<file path="config.mk">
export PLATFORM = sky130hd
export DESIGN_NAME = srbo_top
export DESIGN_NICKNAME = d
export VERILOG_FILES = /design/src/srbo_pkg.sv /design/src/srbo_rate_gen.sv /design/src/srbo_top.sv
export SDC_FILE = /design/constraint.sdc
export NUM_CORES = 1
export LEC_CHECK = 0
export BUFFER_PORTS_ARGS = -buffer_cell sky130_fd_sc_hd__buf_2
export CAP_MARGIN = 10
export CORE_ASPECT_RATIO = 1.1
export CORE_MARGIN = 8
export CORE_UTILIZATION = 40
export DETAILED_ROUTE_END_ITERATION = 12
export PLACE_DENSITY = 0.58
export RECOVER_POWER = 50
export SYNTH_ARGS = -nofsm -noshare
export SYNTH_HDL_FRONTEND = slang
export SYNTH_SLANG_ARGS = --single-unit
</file>
<file path="constraint.sdc">
create_clock -name MCLK -period 2.43 [get_ports MCLK]
set_input_delay 0.486 -clock MCLK [delete_from_list [all_inputs] [get_ports MCLK]]
set_output_delay 0.486 -clock MCLK [all_outputs]
set_load 0.01 [all_outputs]
</file>
<file path="src/srbo_pkg.sv">
/*
 * Shared constants, types and decode functions for the serial rate and bit order block:
 * register map, field positions, reset values and bit-rate divider figures.
 * Assumes a single 100 MHz system clock and a synchronous active-low reset in every user.
 */
package srbo_pkg;

    // ****************************************************************
    // register map, byte addresses on a six-bit address port
    // ****************************************************************
    localparam logic [5:0] CH_STRIDE = 6'h10;
    localparam logic [3:0] OFS_DIVISOR = 4'h0;
    localparam logic [3:0] OFS_MODE = 4'h1;
    localparam logic [3:0] OFS_FORMAT = 4'h2;
    localparam logic [3:0] OFS_TX_HOLD = 4'h3;
    localparam logic [3:0] OFS_RX_HOLD = 4'h4;
    localparam logic [3:0] OFS_STATUS = 4'h5;
    localparam logic [5:0] ADDR_HALT_CTRL = 6'h20;

    // ****************************************************************
    // field positions and reset values
    // ****************************************************************
    localparam int FMT_ORDER_BIT = 3;
    localparam int FMT_INVERT_BIT = 2;
    localparam int FMT_CARD_BIT = 0;
    localparam logic [7:0] FMT_RESET = 8'hf2;
    localparam logic [7:0] FMT_FIXED_ONES = 8'hf2;
    localparam logic [15:0] HALT_RESET = 16'h3fff;
    localparam int HALT_CH0_BIT = 5;
    localparam int HALT_CH1_BIT = 6;
    localparam logic [7:0] DIVISOR_RESET = 8'hff;

    // ****************************************************************
    // bit-rate divider figures
    // ****************************************************************
    localparam logic [4:0] ASYNC_BIT_BASE_LAST = 5'h1f;
    localparam logic [1:0] SYNC_BIT_BASE_LAST = 2'h3;
    localparam logic [3:0] EXT_OVERSAMPLE_LAST = 4'hf;
    localparam int NUM_CH = 2;

    // channel mode: prescale, clocked synchronous, external clock, seven-bit characters
    typedef struct packed {
        logic seven_bit;
        logic ext_clk;
        logic sync_mode;
        logic [1:0] prescale;
    } srbo_mode_t;

    localparam srbo_mode_t MODE_RESET = 5'h00;

    // prescaler mask: all-ones in the low bits marks one prescaled clock
    function automatic logic [5:0] prescale_mask(input logic [1:0] sel);
        unique case (sel)
            2'b00: prescale_mask = 6'h00;
            2'b01: prescale_mask = 6'h03;
            2'b10: prescale_mask = 6'h0f;
            2'b11: prescale_mask = 6'h3f;
        endcase
    endfunction

endpackage

</file>
<file path="src/srbo_rate_gen.sv">
/*
 * One channel's bit-rate generator: prescaler, reloading divisor counter and
 * oversample counter, or an external clock edge counter.
 * Assumes ext_edge is already synchronised to clk and is one cycle long per edge.
 */
`timescale 1ns/1ps
module srbo_rate_gen (
    // clock and reset
    input wire logic clk,
    input wire logic rst_n,
    // control
    input wire logic run,
    input wire srbo_pkg::srbo_mode_t mode,
    input wire logic [7:0] divisor,
    input wire logic ext_edge,
    // ticks
    output logic sample_tick,
    output logic bit_tick
);
    logic [5:0] pre_cnt_reg;
    logic [7:0] div_cnt_reg;
    logic [4:0] post_cnt_reg;
    logic [3:0] ext_cnt_reg;
    logic pre_tick;
    logic base_tick;

    assign pre_tick = (pre_cnt_reg & srbo_pkg::prescale_mask(mode.prescale))
        == srbo_pkg::prescale_mask(mode.prescale);
    assign base_tick = run && !mode.ext_clk && pre_tick && (div_cnt_reg == 8'h00);

    // ****************************************************************
    // prescaler and divisor counter
    // ****************************************************************
    // free-running prescaler, held clear while stopped so the first period is whole
    always_ff @(posedge clk) begin
        if (!rst_n || !run) begin
            pre_cnt_reg <= 6'h00;
        end else begin
            pre_cnt_reg <= pre_cnt_reg + 6'h01;
        end
    end

    // divisor counter runs N..0, so a period is N+1 prescaled clocks
    always_ff @(posedge clk) begin
        if (!rst_n || !run) begin
            div_cnt_reg <= divisor;
        end else if (pre_tick) begin
            if (div_cnt_reg == 8'h00) begin
                div_cnt_reg <= divisor;
            end else begin
                div_cnt_reg <= div_cnt_reg - 8'h01;
            end
        end
    end

    // ****************************************************************
    // bit period counters
    // ****************************************************************
    // internal clock: 32 base ticks per async bit, 4 per synchronous bit
    always_ff @(posedge clk) begin
        if (!rst_n || !run) begin
            post_cnt_reg <= 5'h00;
        end else if (base_tick) begin
            post_cnt_reg <= post_cnt_reg + 5'h01;
        end
    end

    // external clock: sixteen edges per async bit
    always_ff @(posedge clk) begin
        if (!rst_n || !run) begin
            ext_cnt_reg <= 4'h0;
        end else if (mode.ext_clk && ext_edge) begin
            ext_cnt_reg <= ext_cnt_reg + 4'h1;
        end
    end

    // registered ticks
    always_ff @(posedge clk) begin
        if (!rst_n || !run) begin
            sample_tick <= 1'b0;
            bit_tick <= 1'b0;
        end else if (mode.ext_clk) begin
            sample_tick <= ext_edge;
            if (mode.sync_mode) begin
                bit_tick <= ext_edge;
            end else begin
                bit_tick <= ext_edge && (ext_cnt_reg == srbo_pkg::EXT_OVERSAMPLE_LAST);
            end
        end else if (mode.sync_mode) begin
            sample_tick <= base_tick && (post_cnt_reg[1:0] == srbo_pkg::SYNC_BIT_BASE_LAST);
            bit_tick <= base_tick && (post_cnt_reg[1:0] == srbo_pkg::SYNC_BIT_BASE_LAST);
        end else begin
            sample_tick <= base_tick && post_cnt_reg[0];
            bit_tick <= base_tick && (post_cnt_reg == srbo_pkg::ASYNC_BIT_BASE_LAST);
        end
    end

endmodule

</file>
<file path="src/srbo_top.sv">
/*
 * Two-channel serial rate and bit order block: per-channel bit-rate generators,
 * format register with bit-order select, transmit and receive bit reordering,
 * and the shared module halt register with standby handling.
 * Assumes a register master on the same clock, one-cycle strobes, read data one
 * cycle after the read strobe. External serial clock pins are asynchronous.
 * Standby inputs and receive words come from logic on the same clock.
 */
// Implementation choices: the plain strobed port and the address map.
`timescale 1ns/1ps
module srbo_top (
    // clock and reset
    input wire logic MCLK,
    input wire logic RSTN,
    // register port
    input wire logic [5:0] ADDR,
    input wire logic [15:0] WDATA,
    input wire logic WR,
    input wire logic RD,
    output logic [15:0] RDATA,
    // power state
    input wire logic HW_STANDBY,
    input wire logic SW_STANDBY,
    // external serial clocks, one pin per channel
    input wire logic [1:0] SCK_IN,
    // receive side, one word per channel as it arrived on the line
    input wire logic [1:0][7:0] RX_WORD,
    input wire logic [1:0] RX_LOAD,
    // transmit side, word in line order
    output logic [1:0][7:0] TX_WORD,
    output logic [1:0] TX_LOAD,
    // timing and state
    output logic [1:0] SAMPLE_TICK,
    output logic [1:0] BIT_TICK,
    output logic [1:0] CH_HALTED,
    output logic [1:0] MSB_FIRST,
    output logic [1:0] CARD_MODE,
    output logic [1:0] DATA_INVERT
);

    // ****************************************************************
    // helpers
    // ****************************************************************
    // swap bit order of a byte
    function automatic logic [7:0] reverse8(input logic [7:0] d);
        logic [7:0] r;
        r = 8'h00;
        for (int k = 0; k < 8; k++) begin
            r[k] = d[7 - k];
        end
        reverse8 = r;
    endfunction

    // line order: reversed only when MSB-first and not async seven-bit
    function automatic logic [7:0] line_order(input logic [7:0] d, input logic msb,
                                              input srbo_pkg::srbo_mode_t m);
        if (msb && !(m.seven_bit && !m.sync_mode)) begin
            line_order = reverse8(d);
        end else begin
            line_order = d;
        end
    endfunction

    // ****************************************************************
    // shared state
    // ****************************************************************
    logic [15:0] halt_ctrl_reg;
    logic [15:0] rdata_reg;
    logic [15:0] rdata_next;
    logic hit_halt;
    logic [1:0] halt_bit;
    logic [1:0] ch_sel;
    logic [1:0][15:0] ch_rdata;

    assign hit_halt = (ADDR == srbo_pkg::ADDR_HALT_CTRL);
    assign halt_bit[0] = halt_ctrl_reg[srbo_pkg::HALT_CH0_BIT];
    assign halt_bit[1] = halt_ctrl_reg[srbo_pkg::HALT_CH1_BIT];

    // halt register: hardware standby reloads it, software standby leaves it alone
    always_ff @(posedge MCLK) begin
        if (!RSTN || HW_STANDBY) begin
            halt_ctrl_reg <= srbo_pkg::HALT_RESET;
        end else if (WR && hit_halt) begin
            halt_ctrl_reg <= WDATA;
        end
    end

    // ****************************************************************
    // per-channel logic
    // ****************************************************************
    genvar ch;
    generate
        for (ch = 0; ch < srbo_pkg::NUM_CH; ch++) begin : g_ch
            logic halted_reg;
            logic [7:0] divisor_reg;
            srbo_pkg::srbo_mode_t mode_reg;
            logic order_reg;
            logic invert_reg;
            logic card_reg;
            logic [7:0] tx_hold_reg;
            logic [7:0] rx_hold_reg;
            logic [7:0] bit_count_reg;
            logic [7:0] tx_word_reg;
            logic tx_load_reg;
            logic sck_meta_reg;
            logic sck_sync_reg;
            logic sck_prev_reg;
            logic sck_edge;
            logic standby;
            logic run;
            logic access;
            logic wr_ch;
            logic [3:0] ofs;
            logic [7:0] fmt_read;
            logic sample_tick;
            logic bit_tick;

            assign ch_sel[ch] = (ADDR[5:4] == 2'(ch));
            assign ofs = ADDR[3:0];
            assign standby = HW_STANDBY || SW_STANDBY;
            assign run = !halted_reg && !standby;
            // a halted channel neither takes writes nor returns data
            assign access = ch_sel[ch] && !halted_reg;
            assign wr_ch = WR && access;
            assign sck_edge = sck_sync_reg && !sck_prev_reg;
            assign fmt_read = srbo_pkg::FMT_FIXED_ONES
                | ({7'h00, order_reg} << srbo_pkg::FMT_ORDER_BIT)
                | ({7'h00, invert_reg} << srbo_pkg::FMT_INVERT_BIT)
                | ({7'h00, card_reg} << srbo_pkg::FMT_CARD_BIT);

            // stop lands one cycle after the writing bus cycle has finished
            always_ff @(posedge MCLK) begin
                if (!RSTN) begin
                    halted_reg <= 1'b1;
                end else begin
                    halted_reg <= halt_bit[ch];
                end
            end

            // divisor and mode survive standby; only reset reloads them
            always_ff @(posedge MCLK) begin
                if (!RSTN) begin
                    divisor_reg <= srbo_pkg::DIVISOR_RESET;
                    mode_reg <= srbo_pkg::MODE_RESET;
                end else if (wr_ch && ofs == srbo_pkg::OFS_DIVISOR) begin
                    divisor_reg <= WDATA[7:0];
                end else if (wr_ch && ofs == srbo_pkg::OFS_MODE) begin
                    mode_reg <= WDATA[4:0];
                end
            end

            // format register: reserved bits are not stored and read as one
            always_ff @(posedge MCLK) begin
                if (!RSTN || standby || halted_reg) begin
                    order_reg <= srbo_pkg::FMT_RESET[srbo_pkg::FMT_ORDER_BIT];
                    invert_reg <= srbo_pkg::FMT_RESET[srbo_pkg::FMT_INVERT_BIT];
                    card_reg <= srbo_pkg::FMT_RESET[srbo_pkg::FMT_CARD_BIT];
                end else if (wr_ch && ofs == srbo_pkg::OFS_FORMAT) begin
                    order_reg <= WDATA[srbo_pkg::FMT_ORDER_BIT];
                    invert_reg <= WDATA[srbo_pkg::FMT_INVERT_BIT];
                    card_reg <= WDATA[srbo_pkg::FMT_CARD_BIT];
                end
            end

            // transmit holding: stored as written, sent in line order
            always_ff @(posedge MCLK) begin
                if (!RSTN) begin
                    tx_hold_reg <= 8'h00;
                    tx_word_reg <= 8'h00;
                    tx_load_reg <= 1'b0;
                end else begin
                    tx_load_reg <= wr_ch && ofs == srbo_pkg::OFS_TX_HOLD;
                    if (wr_ch && ofs == srbo_pkg::OFS_TX_HOLD) begin
                        tx_hold_reg <= WDATA[7:0];
                        tx_word_reg <= line_order(WDATA[7:0], order_reg, mode_reg);
                    end
                end
            end

            // receive holding: line order turned back to value order
            always_ff @(posedge MCLK) begin
                if (!RSTN) begin
                    rx_hold_reg <= 8'h00;
                end else if (RX_LOAD[ch] && run) begin
                    rx_hold_reg <= line_order(RX_WORD[ch], order_reg, mode_reg);
                end
            end

            // external clock pin passes two flip-flops before the edge detector
            always_ff @(posedge MCLK) begin
                if (!RSTN) begin
                    sck_meta_reg <= 1'b0;
                    sck_sync_reg <= 1'b0;
                    sck_prev_reg <= 1'b0;
                end else begin
                    sck_meta_reg <= SCK_IN[ch];
                    sck_sync_reg <= sck_meta_reg;
                    sck_prev_reg <= sck_sync_reg;
                end
            end

            // bit counter gives software a view of the generator running
            always_ff @(posedge MCLK) begin
                if (!RSTN) begin
                    bit_count_reg <= 8'h00;
                end else if (bit_tick) begin
                    bit_count_reg <= bit_count_reg + 8'h01;
                end
            end

            srbo_rate_gen u_rate (
                .clk(MCLK),
                .rst_n(RSTN),
                .run(run),
                .mode(mode_reg),
                .divisor(divisor_reg),
                .ext_edge(sck_edge),
                .sample_tick(sample_tick),
                .bit_tick(bit_tick)
            );

            // read mux; a halted channel reads as zero
            always_comb begin
                ch_rdata[ch] = 16'h0000;
                if (access) begin
                    unique case (ofs)
                        srbo_pkg::OFS_DIVISOR: ch_rdata[ch] = {8'h00, divisor_reg};
                        srbo_pkg::OFS_MODE: ch_rdata[ch] = {11'h000, mode_reg};
                        srbo_pkg::OFS_FORMAT: ch_rdata[ch] = {8'h00, fmt_read};
                        srbo_pkg::OFS_TX_HOLD: ch_rdata[ch] = {8'h00, tx_hold_reg};
                        srbo_pkg::OFS_RX_HOLD: ch_rdata[ch] = {8'h00, rx_hold_reg};
                        srbo_pkg::OFS_STATUS: ch_rdata[ch] = {8'h00, bit_count_reg};
                        default: ch_rdata[ch] = 16'h0000;
                    endcase
                end
            end

            // outputs, each straight from a flip-flop
            assign TX_WORD[ch] = tx_word_reg;
            assign TX_LOAD[ch] = tx_load_reg;
            assign SAMPLE_TICK[ch] = sample_tick;
            assign BIT_TICK[ch] = bit_tick;
            assign CH_HALTED[ch] = halted_reg;
            assign MSB_FIRST[ch] = order_reg;
            assign CARD_MODE[ch] = card_reg;
            assign DATA_INVERT[ch] = invert_reg;
        end
    endgenerate

    // ****************************************************************
    // read data path
    // ****************************************************************
    // unmapped addresses answer zero
    always_comb begin
        rdata_next = 16'h0000;
        if (RD) begin
            if (hit_halt) begin
                rdata_next = halt_ctrl_reg;
            end else begin
                for (int c = 0; c < srbo_pkg::NUM_CH; c++) begin
                    if (ch_sel[c]) begin
                        rdata_next = ch_rdata[c];
                    end
                end
            end
        end
    end

    // read data stands only in the cycle after the strobe
    always_ff @(posedge MCLK) begin
        if (!RSTN) begin
            rdata_reg <= 16'h0000;
        end else begin
            rdata_reg <= rdata_next;
        end
    end

    assign RDATA = rdata_reg;

endmodule

</file>
==> flow_results.org <==
** STA
- For the finished layout, the period the worst path requires is 2.18 ns.
- Setup repair after global routing left no endpoint under its margin.
- For the pin with the worst max-slew slack, the measured transition is 1.06 ns.
- Number of pins with negative max-slew slack in the final report :: 0
- Max-Slew Margin vs Limit :: 0.296
- Based on the critical path, the design can be clocked at up to 0.459 GHz.
- After routing, the total negative slack on setup checks comes to 0 ns.
- Count of final setup violators :: 0
- Number of hold violations in the final report :: 0
- Min setup slack post-route :: about 0.25 ns
- Fraction of the cycle the final worst path needs :: 0.896
- Worst clock skew :: ~0.013 ns

** Route
- Vias per cell :: 5.16
- In this run, the number of DRC markers left after iteration 0 of detailed routing was 522.
- Residual antenna-violating net count after detailed routing :: 0
- First-pass detailed-route iteration total :: 5
- Post-route DRC :: 0
- Drt total wl :: 22900 um
- Vias after detailed routing :: just under 7000
- After detailed routing, the average wire length per cell comes to 17.2 um.

** Final layout
- The filler cells instantiated in the layout total 2131.
- From synthesis to final layout, the design area changed by 14.1%.
- Final antenna diode count :: 0
- Share of layout cells above drive strength 1 :: 0.128
- For this run, the post-layout net count is 1097.
- Summing all multi-input logic gate instances after layout gives 4190 um2.
- Across the whole layout, storage elements account for slightly below 4000 um2.
- Leaving out fill and tap cells, the most frequent cell in the layout is sky130_fd_sc_hd__dfxtp_1.
- The top cell types in the final layout, fill and taps aside, are sky130_fd_sc_hd__dfxtp_1 (172), sky130_fd_sc_hd__nand2_1 (140), sky130_fd_sc_hd__nor2_1 (105).

** Synth
- After synthesis the netlist holds a flip-flop and latch count of 188.
- Summing every instance area after synthesis gives 8530 um2.
- For this run, the number of Yosys warnings is 0.
- The number of nets in the synthesized netlist is ~1000.
- Mean cell area of the mapped netlist :: 8.80 um2
- Sequential-to-total area share from yosys stat :: 0.460
- Counting flops with an async set or reset pin after synthesis yields a share of 0.
- In this run, distinct cell masters in the synthesized netlist total 54.
- Number of enable flip-flop cells after synthesis :: 16
- The cell count after synthesis came out at 970.
- Commonest register cell after synthesis :: sky130_fd_sc_hd__dfxtp_1

** Global route
- Global-route wire length before repair :: 36800 um
- For this run, the total global-route usage over all layers was measured as 0.178.
- The number of antenna violations at the first check in global routing came to 1.
- Met2 Use GR :: 0.301
- Met1 usage :: 0.223
- The number of global-route vias before repair came to 6742.
- met2 is the most crowded layer.
- For met3 alone, demand over resource in global routing was 0.0367.
- Entering global routing, the biggest net connects 52 pins.
- The total overflow left after global routing is 0.

** Placed design
- Half-perimeter wire length of the detailed placement result :: 16600 um
- Total of buffers placed on input and output ports :: 93
- Prior to clock tree synthesis, the placed netlist has a worst setup slack of roughly 0.24 ns.
- Final RePlAce weighted congestion :: 0.929

** Worst setup path
- Launch instance of the worst register-to-register path :: g_ch[1].u_rate.div_cnt_reg[2]
- Worst flop-to-flop path endpoint :: g_ch[1].u_rate.post_cnt_reg[2]
- Data arrival, critical path :: 2.53 ns
- Nature of the critical path startpoint :: flop
- Measured in cells, the most critical reg-to-reg path has a length of 5.
- Critical path class :: reg2reg
- For the worst setup path, the data required time is ~2.8 ns.
- Setup slack on the worst reg-to-reg path comes out at around 0.25 ns.
- Along the worst path, the maximum fanout reaches 9.
- The worst setup path is captured at a flop.

** Floorplan
- Die Span Y :: 169 um
- Die outline width :: 155 um
- In this run the count of I/O pins placed on the die edge is 94.
- Die area :: 26300 um2
- Starting utilization of the core area :: 0.403
- In this run the standard cell core region covers 21200 um2.
- The floorplan has 56 rows.

** CTS
- Root buffer cell :: sky130_fd_sc_hd__clkbuf_16
- TritonCTS built the clock tree.
- The clock tree synthesis step divided the H-tree into 4 levels.
- Once the clock tree was built, the setup fixing pass inserted 0 buffers.
- After clock tree synthesis, the clock-pin slew on the worst setup and hold paths is approximately 0.07 ns.
- Clock buffer count from CTS :: 17
- Clk sink count :: 188
- Count of cells resized by post-cts repair :: 0
- Insertion delay to the later sink of the worst-skew pair :: ~0.44 ns
- The number of hold buffers added after CTS was 0.
- In this run the deepest clock path goes through 2 buffers.

** Pwr
- Power spread over the standard cell area amounts to roughly 630 nW/um2.
- The worst-case IR drop observed on VDD is between 0.0004 and 0.0005 V.
- Static leakage :: 3.82 nW

** Min path
- The worst hold path begins at WDATA[9].
- The worst hold path was traced through 3 stages.
- The worst hold path belongs to the class in2reg.
- The path with the worst hold slack has its endpoint at halt_ctrl_reg[9].

** Status
- The flow ran to the end, and the final reports show no timing, DRC or antenna violations.

** Run
- Max-cap violations in this run came to 0.
==> stage by stage <==
step,total power (W),instance area [um2],utilization,hold slack (ns),std cells
finish,0.00611,9740,0.460,0.267,1338
global placement,0.00345,9250,0.437,0.431,1306
floorplan,0.00334,8530,-,0.412,970
CTS,0.00616,9830,0.464,0.250,1338
detailed placement,0.00345,9250,0.437,0.423,1306
global route,0.00632,9740,0.460,0.260,1338
==> worst max-delay path: stages, from the launching register on <==
cell	delay [ns]
sky130_fd_sc_hd__edfxtp_1	0.44
sky130_fd_sc_hd__or4_4	0.60
sky130_fd_sc_hd__nor4b_4	0.35
sky130_fd_sc_hd__nand4_4	0.21
sky130_fd_sc_hd__or3_1	0.36
sky130_fd_sc_hd__a21oi_1	0.14
==> cell families after synthesis <==
logic type,count (synthesis),synth area share
XOR/XNOR,37,0.0380
flip-flops,188,0.460
adder cells (fa/ha/maj),14,0.0205
buffers and inverters,94,0.0500
AO/OA/AOI/OAI,154,0.110
multiplexers,77,0.0968
AND/OR/NAND/NOR,406,0.225
==> cell usage after synthesis, types with 14 or more instances <==
cell,n,share of area
sky130_fd_sc_hd__dfxtp_1,172,0.40
sky130_fd_sc_hd__nand2_1,140,0.062
sky130_fd_sc_hd__nor2_1,105,0.046
sky130_fd_sc_hd__a21oi_1,65,0.038
sky130_fd_sc_hd__nand3_1,65,0.038
sky130_fd_sc_hd__mux2i_1,60,0.070
sky130_fd_sc_hd__clkbuf_1,46,0.020
sky130_fd_sc_hd__a211oi_1,26,0.023
sky130_fd_sc_hd__and2_1,20,0.015
sky130_fd_sc_hd__xor2_1,20,0.021
sky130_fd_sc_hd__o21ai_0,19,0.011
sky130_fd_sc_hd__xnor2_1,17,0.017
sky130_fd_sc_hd__edfxtp_1,16,0.056
sky130_fd_sc_hd__inv_1,15,0.0066
sky130_fd_sc_hd__buf_4,14,0.012
sky130_fd_sc_hd__ha_1,14,0.021
sky130_fd_sc_hd__mux2_2,14,0.018
==> layer usage <==
| metal | vias to the layer above | part of all wire |
|---|---|---|
| met4 | 2 | 0.024 |
| li1 | 3475 | - |
| met2 | 172 | 0.48 |
| met1 | 3214 | 0.44 |
| met5 | - | 0.00057 |
| met3 | 38 | 0.053 |
==> how the worst max path moves through the flow <==
stage	from	endpoint	slack [ns]	cells after the start
global route	g_ch[0].u_rate.div_cnt_reg[2]	g_ch[0].u_rate.post_cnt_reg[3]	0.09	5
finish	g_ch[1].u_rate.div_cnt_reg[2]	g_ch[1].u_rate.post_cnt_reg[2]	0.25	5
global placement	g_ch[1].u_rate.div_cnt_reg[2]	g_ch[1].u_rate.div_cnt_reg[4]	0.26	5
CTS	g_ch[0].u_rate.div_cnt_reg[2]	g_ch[0].u_rate.post_cnt_reg[2]	0.26	5
floorplan	g_ch[1].u_rate.div_cnt_reg[2]	g_ch[1].u_rate.div_cnt_reg[5]	0.35	6
detailed placement	ADDR[0]	RDATA[0]	0.24	7
==> final cells by class <==
type | count | share of cell area
multi-input cells | 688 | 0.431
flip-flops and latches | 188 | 0.403
repair buffers | 124 | 0.0640
clock buffers | 21 | 0.0483
well taps | 290 | 0.0373
clock inverters | 11 | 0.0109
inverters | 16 | 0.00617
==> power by group <==
group	internal [W]	switching [W]	total [W]
logic	0.0000862	0.000164	0.000250
clock network	0.00151	0.00123	0.00274
registers	0.00312	0.00000222	0.00312
Power figures use the tool's default switching activity.
